$ cat config.mk
export PLATFORM = sky130hd
export DESIGN_NAME = gcig_top
export DESIGN_NICKNAME = d
export VERILOG_FILES = /design/src/gcig_top.v
export VERILOG_INCLUDE_DIRS = /design/src /design/src/src
export SDC_FILE = /design/constraint.sdc
export NUM_CORES = 1
export LEC_CHECK = 0
export ABC_CLOCK_PERIOD_IN_PS = 3900
export BUFFER_PORTS_ARGS = -buffer_cell sky130_fd_sc_hd__buf_4
export CELL_PAD_IN_SITES_DETAIL_PLACEMENT = 0
export CELL_PAD_IN_SITES_GLOBAL_PLACEMENT = 1
export CORE_ASPECT_RATIO = 1.25
export CORE_UTILIZATION = 48
export CTS_CLUSTER_DIAMETER = 30
export DETAILED_ROUTE_END_ITERATION = 10
export PLACE_DENSITY = 0.87
export SLEW_MARGIN = 20
export SYNTH_ARGS = -nofsm -noshare
export SYNTH_HDL_FRONTEND = slang
export SYNTH_SLANG_ARGS = --single-unit
export TNS_END_PERCENT = 30
$ cat constraint.sdc
create_clock -name aclk -period 3.9 [get_ports aclk]
set_clock_uncertainty 0.15 [all_clocks]
set_input_delay 0.78 -clock aclk [delete_from_list [all_inputs] [get_ports aclk]]
set_output_delay 0.78 -clock aclk [all_outputs]
set_load 0.03 [all_outputs]
$ cat src/gcig_defs.vh
// constants for the companion two-wire bus master and receiver pins
`ifndef GCIG_DEFS_VH
`define GCIG_DEFS_VH
`define GCIG_A_CTRL 8'h00
`define GCIG_A_IOCFG 8'h04
`define GCIG_A_CMD 8'h08
`define GCIG_A_STAT 8'h0C
`define GCIG_A_ISTAT 8'h10
`define GCIG_A_IMASK 8'h14
`define GCIG_A_SYNCW 8'h18
`define GCIG_A_DIV 8'h1C
`define GCIG_A_IDX 8'h20
`define GCIG_CTRL_RST 32'h00000543
`define GCIG_FN_SUPPLY 3'h3
`define GCIG_FN_READY 3'h4
`define GCIG_FN_SYNC 3'h5
`define GCIG_IO_READY 8'h10
`define GCIG_IO_SYNC 8'h20
`define GCIG_MODE_BIT 12
`define GCIG_PSAVE_BIT 13
`define GCIG_AID_BIT 14
`define GCIG_CMD_START 8
`define GCIG_CMD_STOP 9
`define GCIG_CMD_READ 10
`define GCIG_CMD_NACK 11
`define GCIG_CMD_STORE 12
`define GCIG_IRQ_DONE 0
`define GCIG_IRQ_NACK 1
`define GCIG_IRQ_READY 2
`define GCIG_IRQ_RESTORE 3
`define GCIG_BUS_KHZ 16'h0064
`define GCIG_CLK_KHZ 16'h4E20
`define GCIG_DIV_RST (`GCIG_CLK_KHZ / (16'h0004 * `GCIG_BUS_KHZ))
`define GCIG_SYNCW_RST 16'h0001
`define GCIG_RESP_OK 2'h0
`define GCIG_RESP_ERR 2'h2
`endif

$ cat src/gcig_top.v
// two-wire bus master with receiver supply, data-ready and clock-sync pins
`include "gcig_defs.vh"
`timescale 1ns/1ps
`default_nettype none
module gcig_top #(
    parameter STORE_AW = 4
) (
    input wire aclk,
    input wire aresetn,
    input wire [7:0] s_axi_awaddr,
    input wire s_axi_awvalid,
    output reg s_axi_awready,
    input wire [31:0] s_axi_wdata,
    input wire [3:0] s_axi_wstrb,
    input wire s_axi_wvalid,
    output reg s_axi_wready,
    output reg [1:0] s_axi_bresp,
    output reg s_axi_bvalid,
    input wire s_axi_bready,
    input wire [7:0] s_axi_araddr,
    input wire s_axi_arvalid,
    output reg s_axi_arready,
    output reg [31:0] s_axi_rdata,
    output reg [1:0] s_axi_rresp,
    output reg s_axi_rvalid,
    input wire s_axi_rready,
    input wire scl_i,
    output reg scl_o,
    output reg scl_oe,
    input wire sda_i,
    output reg sda_o,
    output reg sda_oe,
    output reg receiver_supply_enable_pin,
    input wire receiver_data_ready_pin,
    output reg data_ready_pulldown_en,
    output reg clock_sync_share_pin,
    output reg idle_o,
    output reg wake_o,
    output reg irq
);
    localparam ST_IDLE = 5'h01;
    localparam ST_START = 5'h02;
    localparam ST_BIT = 5'h04;
    localparam ST_ACK = 5'h08;
    localparam ST_STOP = 5'h10;
    reg [31:0] ctrl_reg;
    reg [7:0] iocfg_reg;
    reg [3:0] istat_reg;
    reg [3:0] imask_reg;
    reg [15:0] syncw_reg;
    reg [15:0] div_reg;
    reg [STORE_AW-1:0] idx_reg;
    reg [7:0] store_mem [0:(1<<STORE_AW)-1];
    reg [7:0] aw_reg;
    reg aw_have;
    reg [31:0] w_reg;
    reg [3:0] ws_reg;
    reg w_have;
    reg [1:0] sync_s1;
    reg [2:0] s1_reg;
    reg [2:0] s2_reg;
    reg [4:0] state_reg;
    reg [1:0] q_reg;
    reg [2:0] bit_reg;
    reg [7:0] sh_reg;
    reg [7:0] rx_reg;
    reg stop_reg, rd_reg, nack_reg, st_reg, ackbad_reg;
    reg [15:0] cnt_reg;
    reg tick;
    reg [15:0] pcnt_reg;
    reg dr_prev, sup_prev;
    integer k;
    wire scl_s = s2_reg[0];
    wire sda_s = s2_reg[1];
    wire dr_s = s2_reg[2];
    wire wr_go = aw_have && w_have && !s_axi_bvalid;
    wire wr_full = (ws_reg == 4'hF);
    wire busy = (state_reg != ST_IDLE);
    wire mode_on = ctrl_reg[`GCIG_MODE_BIT];
    // data-ready sensing
    wire dr_func = (ctrl_reg[6:4] == `GCIG_FN_READY) && mode_on && (iocfg_reg == `GCIG_IO_READY);
    // sync sharing select
    wire sync_func = (ctrl_reg[10:8] == `GCIG_FN_SYNC) && mode_on && (iocfg_reg == `GCIG_IO_SYNC);
    // supply enable function
    wire sup_next = (ctrl_reg[2:0] == `GCIG_FN_SUPPLY) && mode_on;
    wire dr_rise = dr_func && dr_s && !dr_prev;
    wire sup_rise = sup_next && !sup_prev;
    wire cmd_go = wr_go && wr_full && (aw_reg == `GCIG_A_CMD) && !busy;
    wire byte_end = state_reg[3] && tick && (q_reg == 2'h3);
    wire ev_done = byte_end || (state_reg[4] && tick && (q_reg == 2'h2) && scl_s);
    wire ev_nack = byte_end && !rd_reg && ackbad_reg;
    wire [3:0] ev = {sup_rise && ctrl_reg[`GCIG_AID_BIT], dr_rise, ev_nack, ev_done && !ev_nack};
    wire wmap = (aw_reg <= `GCIG_A_IDX) && (aw_reg[1:0] == 2'h0);
    // input synchronisers, bus lines and data-ready
    genvar g;
    generate
        for (g = 0; g < 3; g = g + 1)
        begin : g_sync
            always @(posedge aclk)
            begin
                if (!aresetn)
                begin
                    s1_reg[g] <= 1'b1;
                    s2_reg[g] <= 1'b1;
                end
                else
                begin
                    s1_reg[g] <= (g == 0) ? scl_i : ((g == 1) ? sda_i : receiver_data_ready_pin);
                    s2_reg[g] <= s1_reg[g];
                end
            end
        end
    endgenerate
    // axi4-lite write channel
    always @(posedge aclk)
    begin
        if (!aresetn)
        begin
            s_axi_awready <= 1'b1;
            s_axi_wready <= 1'b1;
            s_axi_bvalid <= 1'b0;
            s_axi_bresp <= `GCIG_RESP_OK;
            aw_have <= 1'b0;
            w_have <= 1'b0;
            aw_reg <= 8'h00;
            w_reg <= 32'h00000000;
            ws_reg <= 4'h0;
        end
        else
        begin
            if (s_axi_awvalid && s_axi_awready)
            begin
                aw_reg <= s_axi_awaddr;
                aw_have <= 1'b1;
                s_axi_awready <= 1'b0;
            end
            if (s_axi_wvalid && s_axi_wready)
            begin
                w_reg <= s_axi_wdata;
                ws_reg <= s_axi_wstrb;
                w_have <= 1'b1;
                s_axi_wready <= 1'b0;
            end
            if (wr_go)
            begin
                s_axi_bvalid <= 1'b1;
                s_axi_bresp <= wmap ? `GCIG_RESP_OK : `GCIG_RESP_ERR;
                aw_have <= 1'b0;
                w_have <= 1'b0;
            end
            if (s_axi_bvalid && s_axi_bready)
            begin
                s_axi_bvalid <= 1'b0;
                s_axi_awready <= 1'b1;
                s_axi_wready <= 1'b1;
            end
        end
    end
    // axi4-lite read channel
    always @(posedge aclk)
    begin
        if (!aresetn)
        begin
            s_axi_arready <= 1'b1;
            s_axi_rvalid <= 1'b0;
            s_axi_rdata <= 32'h00000000;
            s_axi_rresp <= `GCIG_RESP_OK;
        end
        else if (s_axi_arvalid && s_axi_arready)
        begin
            s_axi_arready <= 1'b0;
            s_axi_rvalid <= 1'b1;
            s_axi_rresp <= `GCIG_RESP_OK;
            if (s_axi_araddr == `GCIG_A_CTRL)
                s_axi_rdata <= ctrl_reg;
            else if (s_axi_araddr == `GCIG_A_IOCFG)
                s_axi_rdata <= {24'h000000, iocfg_reg};
            else if (s_axi_araddr == `GCIG_A_CMD)
                s_axi_rdata <= 32'h00000000;
            else if (s_axi_araddr == `GCIG_A_STAT)
                s_axi_rdata <= {20'h00000, dr_s, idle_o, busy, ackbad_reg, rx_reg};
            else if (s_axi_araddr == `GCIG_A_ISTAT)
                s_axi_rdata <= {28'h0000000, istat_reg};
            else if (s_axi_araddr == `GCIG_A_IMASK)
                s_axi_rdata <= {28'h0000000, imask_reg};
            else if (s_axi_araddr == `GCIG_A_SYNCW)
                s_axi_rdata <= {16'h0000, syncw_reg};
            else if (s_axi_araddr == `GCIG_A_DIV)
                s_axi_rdata <= {16'h0000, div_reg};
            else if (s_axi_araddr == `GCIG_A_IDX)
                s_axi_rdata <= {{(32-STORE_AW){1'b0}}, idx_reg};
            else
            begin
                s_axi_rdata <= 32'h00000000;
                s_axi_rresp <= `GCIG_RESP_ERR;
            end
        end
        else if (s_axi_rvalid && s_axi_rready)
        begin
            s_axi_rvalid <= 1'b0;
            s_axi_arready <= 1'b1;
        end
    end
    // software registers and interrupt status
    always @(posedge aclk)
    begin
        if (!aresetn)
        begin
            ctrl_reg <= `GCIG_CTRL_RST;
            iocfg_reg <= 8'h00;
            imask_reg <= 4'h0;
            istat_reg <= 4'h0;
            syncw_reg <= `GCIG_SYNCW_RST;
            div_reg <= `GCIG_DIV_RST;
            irq <= 1'b0;
        end
        else
        begin
            if (wr_go && wr_full && aw_reg == `GCIG_A_CTRL)
                ctrl_reg <= w_reg;
            if (wr_go && wr_full && aw_reg == `GCIG_A_IOCFG)
                iocfg_reg <= w_reg[7:0];
            if (wr_go && wr_full && aw_reg == `GCIG_A_IMASK)
                imask_reg <= w_reg[3:0];
            // pulse width configurable, at least one
            if (wr_go && wr_full && aw_reg == `GCIG_A_SYNCW)
                syncw_reg <= (w_reg[15:0] == 16'h0000) ? 16'h0001 : w_reg[15:0];
            if (wr_go && wr_full && aw_reg == `GCIG_A_DIV)
                div_reg <= (w_reg[15:0] == 16'h0000) ? 16'h0001 : w_reg[15:0];
            if (wr_go && wr_full && aw_reg == `GCIG_A_ISTAT)
                istat_reg <= (istat_reg & ~w_reg[3:0]) | ev;
            else
                istat_reg <= istat_reg | ev;
            irq <= |(istat_reg & imask_reg);
        end
    end
    // quarter-bit divider
    always @(posedge aclk)
    begin
        if (!aresetn || !busy)
        begin
            cnt_reg <= 16'h0000;
            tick <= 1'b0;
        end
        else if (cnt_reg >= div_reg - 16'h0001)
        begin
            cnt_reg <= 16'h0000;
            tick <= 1'b1;
        end
        else
        begin
            cnt_reg <= cnt_reg + 16'h0001;
            tick <= 1'b0;
        end
    end
    always @(posedge aclk)
    begin
        if (!aresetn)
        begin
            state_reg <= ST_IDLE;
            q_reg <= 2'h0;
            bit_reg <= 3'h7;
            sh_reg <= 8'h00;
            rx_reg <= 8'h00;
            stop_reg <= 1'b0;
            rd_reg <= 1'b0;
            nack_reg <= 1'b0;
            st_reg <= 1'b0;
            ackbad_reg <= 1'b0;
            scl_o <= 1'b0;
            sda_o <= 1'b0;
            scl_oe <= 1'b0;
            sda_oe <= 1'b0;
            idx_reg <= {STORE_AW{1'b0}};
        end
        else
        begin
            if (wr_go && wr_full && aw_reg == `GCIG_A_IDX)
                idx_reg <= w_reg[STORE_AW-1:0];
            // outputs stay low, only enables move
            scl_o <= 1'b0;
            sda_o <= 1'b0;
            case (state_reg)
                ST_IDLE:
                begin
                    q_reg <= 2'h0;
                    if (cmd_go)
                    begin
                        sh_reg <= w_reg[`GCIG_CMD_STORE] ? store_mem[idx_reg] : w_reg[7:0];
                        stop_reg <= w_reg[`GCIG_CMD_STOP];
                        rd_reg <= w_reg[`GCIG_CMD_READ];
                        nack_reg <= w_reg[`GCIG_CMD_NACK];
                        st_reg <= w_reg[`GCIG_CMD_STORE];
                        bit_reg <= 3'h7;
                        ackbad_reg <= 1'b0;
                        state_reg <= w_reg[`GCIG_CMD_START] ? ST_START : ST_BIT;
                    end
                end
                ST_START:
                    if (tick)
                    begin
                        q_reg <= q_reg + 2'h1;
                        if (q_reg == 2'h0)
                        begin
                            sda_oe <= 1'b0;
                            scl_oe <= 1'b0;
                        end
                        else if (q_reg == 2'h1)
                            sda_oe <= 1'b1;
                        else if (q_reg == 2'h2)
                        begin
                            scl_oe <= 1'b1;
                            q_reg <= 2'h0;
                            state_reg <= ST_BIT;
                        end
                    end
                ST_BIT, ST_ACK:
                    if (tick && !(q_reg == 2'h2 && !scl_s))
                    begin
                        q_reg <= q_reg + 2'h1;
                        if (q_reg == 2'h0)
                            sda_oe <= state_reg[2] ? (!rd_reg && !sh_reg[bit_reg]) : (rd_reg && !nack_reg);
                        else if (q_reg == 2'h1)
                            scl_oe <= 1'b0;
                        else if (q_reg == 2'h2)
                        begin
                            if (state_reg[2])
                                rx_reg <= {rx_reg[6:0], sda_s};
                            else
                                ackbad_reg <= sda_s;
                        end
                        else
                        begin
                            scl_oe <= 1'b1;
                            if (state_reg[2])
                            begin
                                bit_reg <= bit_reg - 3'h1;
                                if (bit_reg == 3'h0)
                                    state_reg <= ST_ACK;
                            end
                            else
                            begin
                                if (st_reg || (rd_reg && ctrl_reg[`GCIG_AID_BIT]))
                                    idx_reg <= idx_reg + {{(STORE_AW-1){1'b0}}, 1'b1};
                                state_reg <= (stop_reg || (!rd_reg && ackbad_reg)) ? ST_STOP : ST_IDLE;
                            end
                        end
                    end
                ST_STOP:
                    if (tick && !(q_reg == 2'h2 && !scl_s))
                    begin
                        q_reg <= q_reg + 2'h1;
                        if (q_reg == 2'h0)
                            sda_oe <= 1'b1;
                        else if (q_reg == 2'h1)
                            scl_oe <= 1'b0;
                        else if (q_reg == 2'h2)
                        begin
                            sda_oe <= 1'b0;
                            state_reg <= ST_IDLE;
                        end
                    end
                default:
                    state_reg <= ST_IDLE;
            endcase
        end
    end
    // store bytes read while aiding enabled
    always @(posedge aclk)
    begin
        if (byte_end && rd_reg && ctrl_reg[`GCIG_AID_BIT])
            store_mem[idx_reg] <= rx_reg;
    end
    // companion pins, idle and sync pulse
    always @(posedge aclk)
    begin
        if (!aresetn)
        begin
            receiver_supply_enable_pin <= 1'b0;
            data_ready_pulldown_en <= 1'b1;
            clock_sync_share_pin <= 1'b0;
            idle_o <= 1'b0;
            wake_o <= 1'b0;
            dr_prev <= 1'b0;
            sup_prev <= 1'b0;
            pcnt_reg <= 16'h0000;
        end
        else
        begin
            receiver_supply_enable_pin <= sup_next;
            sup_prev <= sup_next;
            data_ready_pulldown_en <= !dr_func;
            dr_prev <= dr_func && dr_s;
            wake_o <= dr_rise && idle_o;
            if (dr_func && dr_s)
                idle_o <= 1'b0;
            else
                idle_o <= ctrl_reg[`GCIG_PSAVE_BIT] && !busy && !cmd_go;
            if (sup_rise && sync_func)
                pcnt_reg <= syncw_reg;
            else if (pcnt_reg != 16'h0000)
                pcnt_reg <= pcnt_reg - 16'h0001;
            clock_sync_share_pin <= sync_func && receiver_supply_enable_pin && (pcnt_reg != 16'h0000);
        end
    end
endmodule
`default_nettype wire

Yosys cells after proc, flatten, opt, wreduce, memory -nomap -nowiden

Memory sizes are Yosys's and may differ from the RTL's. A register that Yosys moved wholly into a read port is not among the register bits.
Cells that the tools add are included.

Flip-flop bits (word level): 250
RAM bits: 128
Input port bits: 62
Output and inout bits: 51
Word-level logic and storage cells: 320
Memories kept: 1

Add/subtract/negate cells: 6
Order comparisons: 3
Eq/ne operators: 56
Multiplexer cells: 103
Bitwise operators: 8
Reduce and logical (&&, ||, !) cells: 94

Memory list:

| name      | words | width | read ports | clocked after memory_dff | wr ports | line          | text |
|---|---|---|---|---|---|---|---|
| store_mem | 16    | 8     | 1          | 1                        | 1        | gcig_top.v:53 | `reg [7:0] store_mem [0:(1<<STORE_AW)-1];` |

Operator list:

| operator                                                              | number |
|---|---|
| 16-bit two-way mux                                                    | 10 |
| 5-bit two-way mux                                                     | 16 |
| 8-bit by 5-bit == test with 1-bit output (second input constant)      | 9 |
| 1-bit logical AND                                                     | 49 |
| 4-bit two-way mux                                                     | 11 |
| 2-bit inequality test (second input constant)                         | 18 |
| 1-bit two-way mux                                                     | 35 |
| 32-bit two-way mux                                                    | 1 |
| 16-bit by 1-bit subtractor with 16-bit output (second input constant) | 2 |
| 2-bit two-way mux                                                     | 15 |
| 8-bit by 4-bit == test with 1-bit output (second input constant)      | 3 |
| 8-bit by 6-bit == test with 1-bit output (second input constant)      | 3 |
| 3-bit two-way mux                                                     | 7 |
| 3-bit inequality test (second input constant)                         | 7 |
| 5-bit one-hot mux with 4 select lines                                 | 1 |
| 16-bit by 1-bit adder with 16-bit output (second input constant)      | 1 |
| 8-bit by 3-bit == test with 1-bit output (second input constant)      | 2 |
| 16-bit greater-or-equal comparator                                    | 1 |
| 16-bit zero test                                                      | 1 |
| 8-bit zero test                                                       | 2 |
| 16-bit nonzero test                                                   | 1 |
| 14-bit AND reduction                                                  | 1 |
| 7-bit AND reduction                                                   | 2 |
| 1-bit zero test                                                       | 13 |
| 41 further kinds                                                      | 59 |

Logic depth before layout (Yosys ltp)

Depth after elaboration: 13
Depth in mapped cells: 14
Mapped depth without buffers: 13

Worst setup path before layout

OpenSTA, ideal clock, no wires.

Path type: register -> register
From: register div_reg[0]
To: register cnt_reg[10]
Setup time: 0.078 ns
Arrival time: 2.967 ns
Required time: 3.672 ns
Setup slack: 0.704 ns
Cell stages (with the launch flop): 14
Path buffers: 1
Period minus slack after synthesis: 3.196 ns
Cell sequence: dfxtp_1 -> nor3_1 -> nor3b_1 -> nand2_1 -> nor3_1 -> xnor2_1 -> ha_1 -> a21o_1 -> a21o_1 -> a21oi_1 -> o311ai_0 -> a211o_1 -> clkbuf_1 -> nor3_1

Word-level cells in the longest chain between the ends: 3

RTL lines:

| item                                          | line           | text |
|---|---|---|
| start: declaration                            | gcig_top.v:51  | `reg [15:0] div_reg;` |
| start signal: assignment                      | gcig_top.v:214 | `` div_reg <= `GCIG_DIV_RST; `` |
| start signal: assignment                      | gcig_top.v:229 | `div_reg <= (w_reg[15:0] == 16'h0000) ? 16'h0001 : w_reg[15:0];` |
| 16-bit by 1-bit subtractor with 16-bit output | gcig_top.v:245 | `else if (cnt_reg >= div_reg - 16'h0001)` |
| 16-bit greater-or-equal comparator            | gcig_top.v:245 |  |
| 2-bit OR reduction (no source line)           | n/a            |  |
| end signal: assignment                        | gcig_top.v:252 | `cnt_reg <= cnt_reg + 16'h0001;` |
| end: declaration                              | gcig_top.v:68  | `reg [15:0] cnt_reg;` |

Every way passes these cells.
A chain may end at the register's enable or synchronous reset.

Final worst setup path

From: register div_reg[0]
To: register cnt_reg[0]

Same word-level chain as after synthesis.

==> reports/metrics.yaml <==
setup_viol: 0
areaGrowthSynthToFinish_pct: 21.0
finalNonFillerCells: 2166
hold_path_class: "reg -> reg"
syn-instance-count: 1599
start_util: 0.488
post-place-ws_ns: 0.397
fin_util: 0.591
power_density_mw_per_mm2: 561
min_period_over_period: 0.921
pwr-share-clk: 0.539
drt_wl_total_um: 44300
worstHoldEndpoint: "sda_s"
cts.sink_count: 376
die_area_mm2: 0.0349
p_int_w: 0.00857
sw_frac_of_total: 0.229
globalRouteOverflowTotal: 0
hpwl_um: 28600
synth_seq_cells: 376
vias_per_cell: 5.79
fin_nets: 1785
power_w: 0.0111
relSlewSlack: 0.340
ys_seq_area_frac: 0.537
synth_edf_count: 128
core_mm2: 0.0336
path_class: "reg -> reg"
grt_usage: 0.255
min_path_cells: 1
place_inst: 2046
ir_drop_uv: 459
critPathMaxStageDelay_ns: 0.54
postCtsResizedCells: 0
cp.arrival_ns: 3.87
rows: 75
largest_register_ff_count: 128
critPathCaptureType: "register"
fmax_ghz: 0.278
ys.flop_type: "dfxtp_1"
largest-register: "store_mem"
routed-via-count: 12500
netlist_area_mm2: 0.0164
ys_types: 67
leakagePower_nw: 7.23
cts-root-buf: "clkbuf_16"
drtIter0Drc: 755
post-cts-setup-buffer-count: 0
yosysWarnings: 0
die_w_um: 167
clockBufferDepth: 3
ant_nets: 0
io_pins: 113
rsz0062_at_grt: "no"
wl_per_cell_um: 20.4
ctsHoldBuffers: 0
path_cells: "nor3_1 -> nor3b_1 -> nand2_1 -> nor3_1 -> xnor2_1 -> ha_1 -> a21o_1 -> a21o_1 -> a21oi_1 -> o311ai_0 -> a211o_1 -> nor3_1"
drt_first_pass_iters: 5
first_global_vias: 12600
critPathRequiredTime_ns: 4.18
tns_ns: 0
status: "finished, final reports clean"
rrSetupSlack_ns: 0.31
grt_first_pass_wirelength_um: 69000
finalWorstSetupSlack_ns: 0.308
gp_congestion: 0.889
cts_buffers: 66
grt_antenna_before_repair: 1
cpMostUsedCell: "nor3_1"
worstHoldStart: "s1_reg[1]"
cts_tree: "yes"
h-tree-depth: 3
ys_async_sr_fraction: 0
startpoint_type: "register"
p_sw_w: 0.00255
clock_latency_ns: 0.56
reg2reg_to: "cnt_reg[0]"
die_h_um: 209
drive_gt1_frac: 0.174
worst_path_max_delay_cell: "a211o_1"
numPortBuffers: 108
cts.clk_slew.worst_paths_ns: 0.05
maxSlewViolCount: 0
finalCriticalPeriod_ns: 3.59
drc: 0
crit_start: "div_reg[0]"
pwr-share-comb: 0.079
max_slew.worst_pin.slew_ns: 0.988
pwr-share-seq: 0.382
maxCapViolCount: 0
avgSynthCellArea_um2: 10.3
crit_fanout: 17
grt_max_degree: 76
rr_startpoint: "div_reg[0]"
timing.final.hold_violations: 0
reg2reg_depth: 12
## stage by stage
step                      hold WS [ns]  instance area [um2]
after floorplan                  0.236                16400
after detailed placement         0.256                17500
after global routing             0.263                19800
after global placement           0.254                17500
final                            0.265                19800
after CTS                        0.255                19800
## cell usage in the layout, fill, tap and decap left out, types with 16 or more instances in the layout
cell type,synthesis,routed
ha_1,32,32
clkbuf_16,0,69
mux2i_1,84,84
mux4_2,42,42
nand3_1,59,59
nor2_1,150,150
nor3_1,47,46
inv_1,23,23
a21oi_1,149,149
nand2b_1,20,20
edfxtp_1,128,128
buf_4,5,129
nand2_1,225,225
o21ai_0,55,55
nor3b_1,16,16
dfxtp_1,248,247
xnor2_1,24,24
xor2_1,17,17
## worst max-delay path by stage
stage                  endpoint  slack [ns]  depth (start not counted)
finish               cnt_reg[0]        0.31                         12
floorplan           cnt_reg[10]        0.70                         13
global placement           tick        0.46                         12
CTS                  cnt_reg[0]        0.33                         12
global route         cnt_reg[1]         0.1                         12
detailed placement         tick        0.40                         12
## synthesized netlist by cell type, types with 8 or more instances
library cell  instances  area (um2)
nor3_1               47         235
ha_1                 32         400
nor4_1               11        68.8
nand2b_1             20         125
xnor2_1              24         210
o21ai_0              55         275
and3_1               11        68.8
clkbuf_1             87         327
mux2i_1              84         841
nor2b_1              10        62.6
a21oi_1             149         746
nand4_1               8        50.1
dfxtp_1             248        4960
buf_1                 9        33.8
nor3b_1              16         120
edfxtp_1            128        3840
a211oi_1             14         105
inv_1                23        86.3
a31oi_1               8        50.1
nand2_1             225         845
o22ai_1              12        75.1
nor2_1              150         563
nand3_1              59         295
mux4_2               42         946
xor2_1               17         149
## kinds of logic after synthesis
| family | synth area share |
|---|---|
| other | 0.000229 |
| and+or+nand+nor | 0.168 |
| muxes | 0.111 |
| buffers and inverters | 0.0336 |
| DFF | 0.537 |
| xor gates and xnor gates | 0.0219 |
| AOI/OAI and AO/OA | 0.104 |
| adders and majority gates | 0.0244 |
## critical path, delay by kind of cell, from the launching register on
family / cells / cell delay [ns]
fa+ha+maj: 1 / 0.27
simple gates: 5 / 1.34
xor+xnor: 1 / 0.15
compound gates: 5 / 1.24
flops: 1 / 0.32
## metal layers
| metal | wire (um) | up-vias | track usage |
|---|---|---|---|
| li1 | - | 5918 | - |
| met1 | 18000 | 6091 | 0.316 |
| met2 | 22100 | 411 | 0.434 |
| met3 | 2410 | 123 | 0.0415 |
| met4 | 1750 | 0 | 0.120 |
| met5 | 0 | - | 0 |
## cell type report
type | count | area, um2
diodes | 1 | 2.50
clock buffers | 89 | 1870
clock inverters | 30 | 455
fillers | 2779 | 13800
inverters | 24 | 95.1
multi-input cells | 1092 | 7060
flip-flops and latches | 376 | 8810
well taps | 423 | 529
repair buffers | 131 | 1010
## power by group through the flow
stage	Combinational [W]	Sequential, W	Clock, W
detailed placement	0.000861	0.00433	0
global route	0.000971	0.00426	0.00625
global placement	0.000855	0.00432	0
CTS	0.000874	0.00425	0.00607
finish	0.000880	0.00425	0.00599
floorplan	0.000649	0.00430	0
Power figures use the tool's default switching activity.
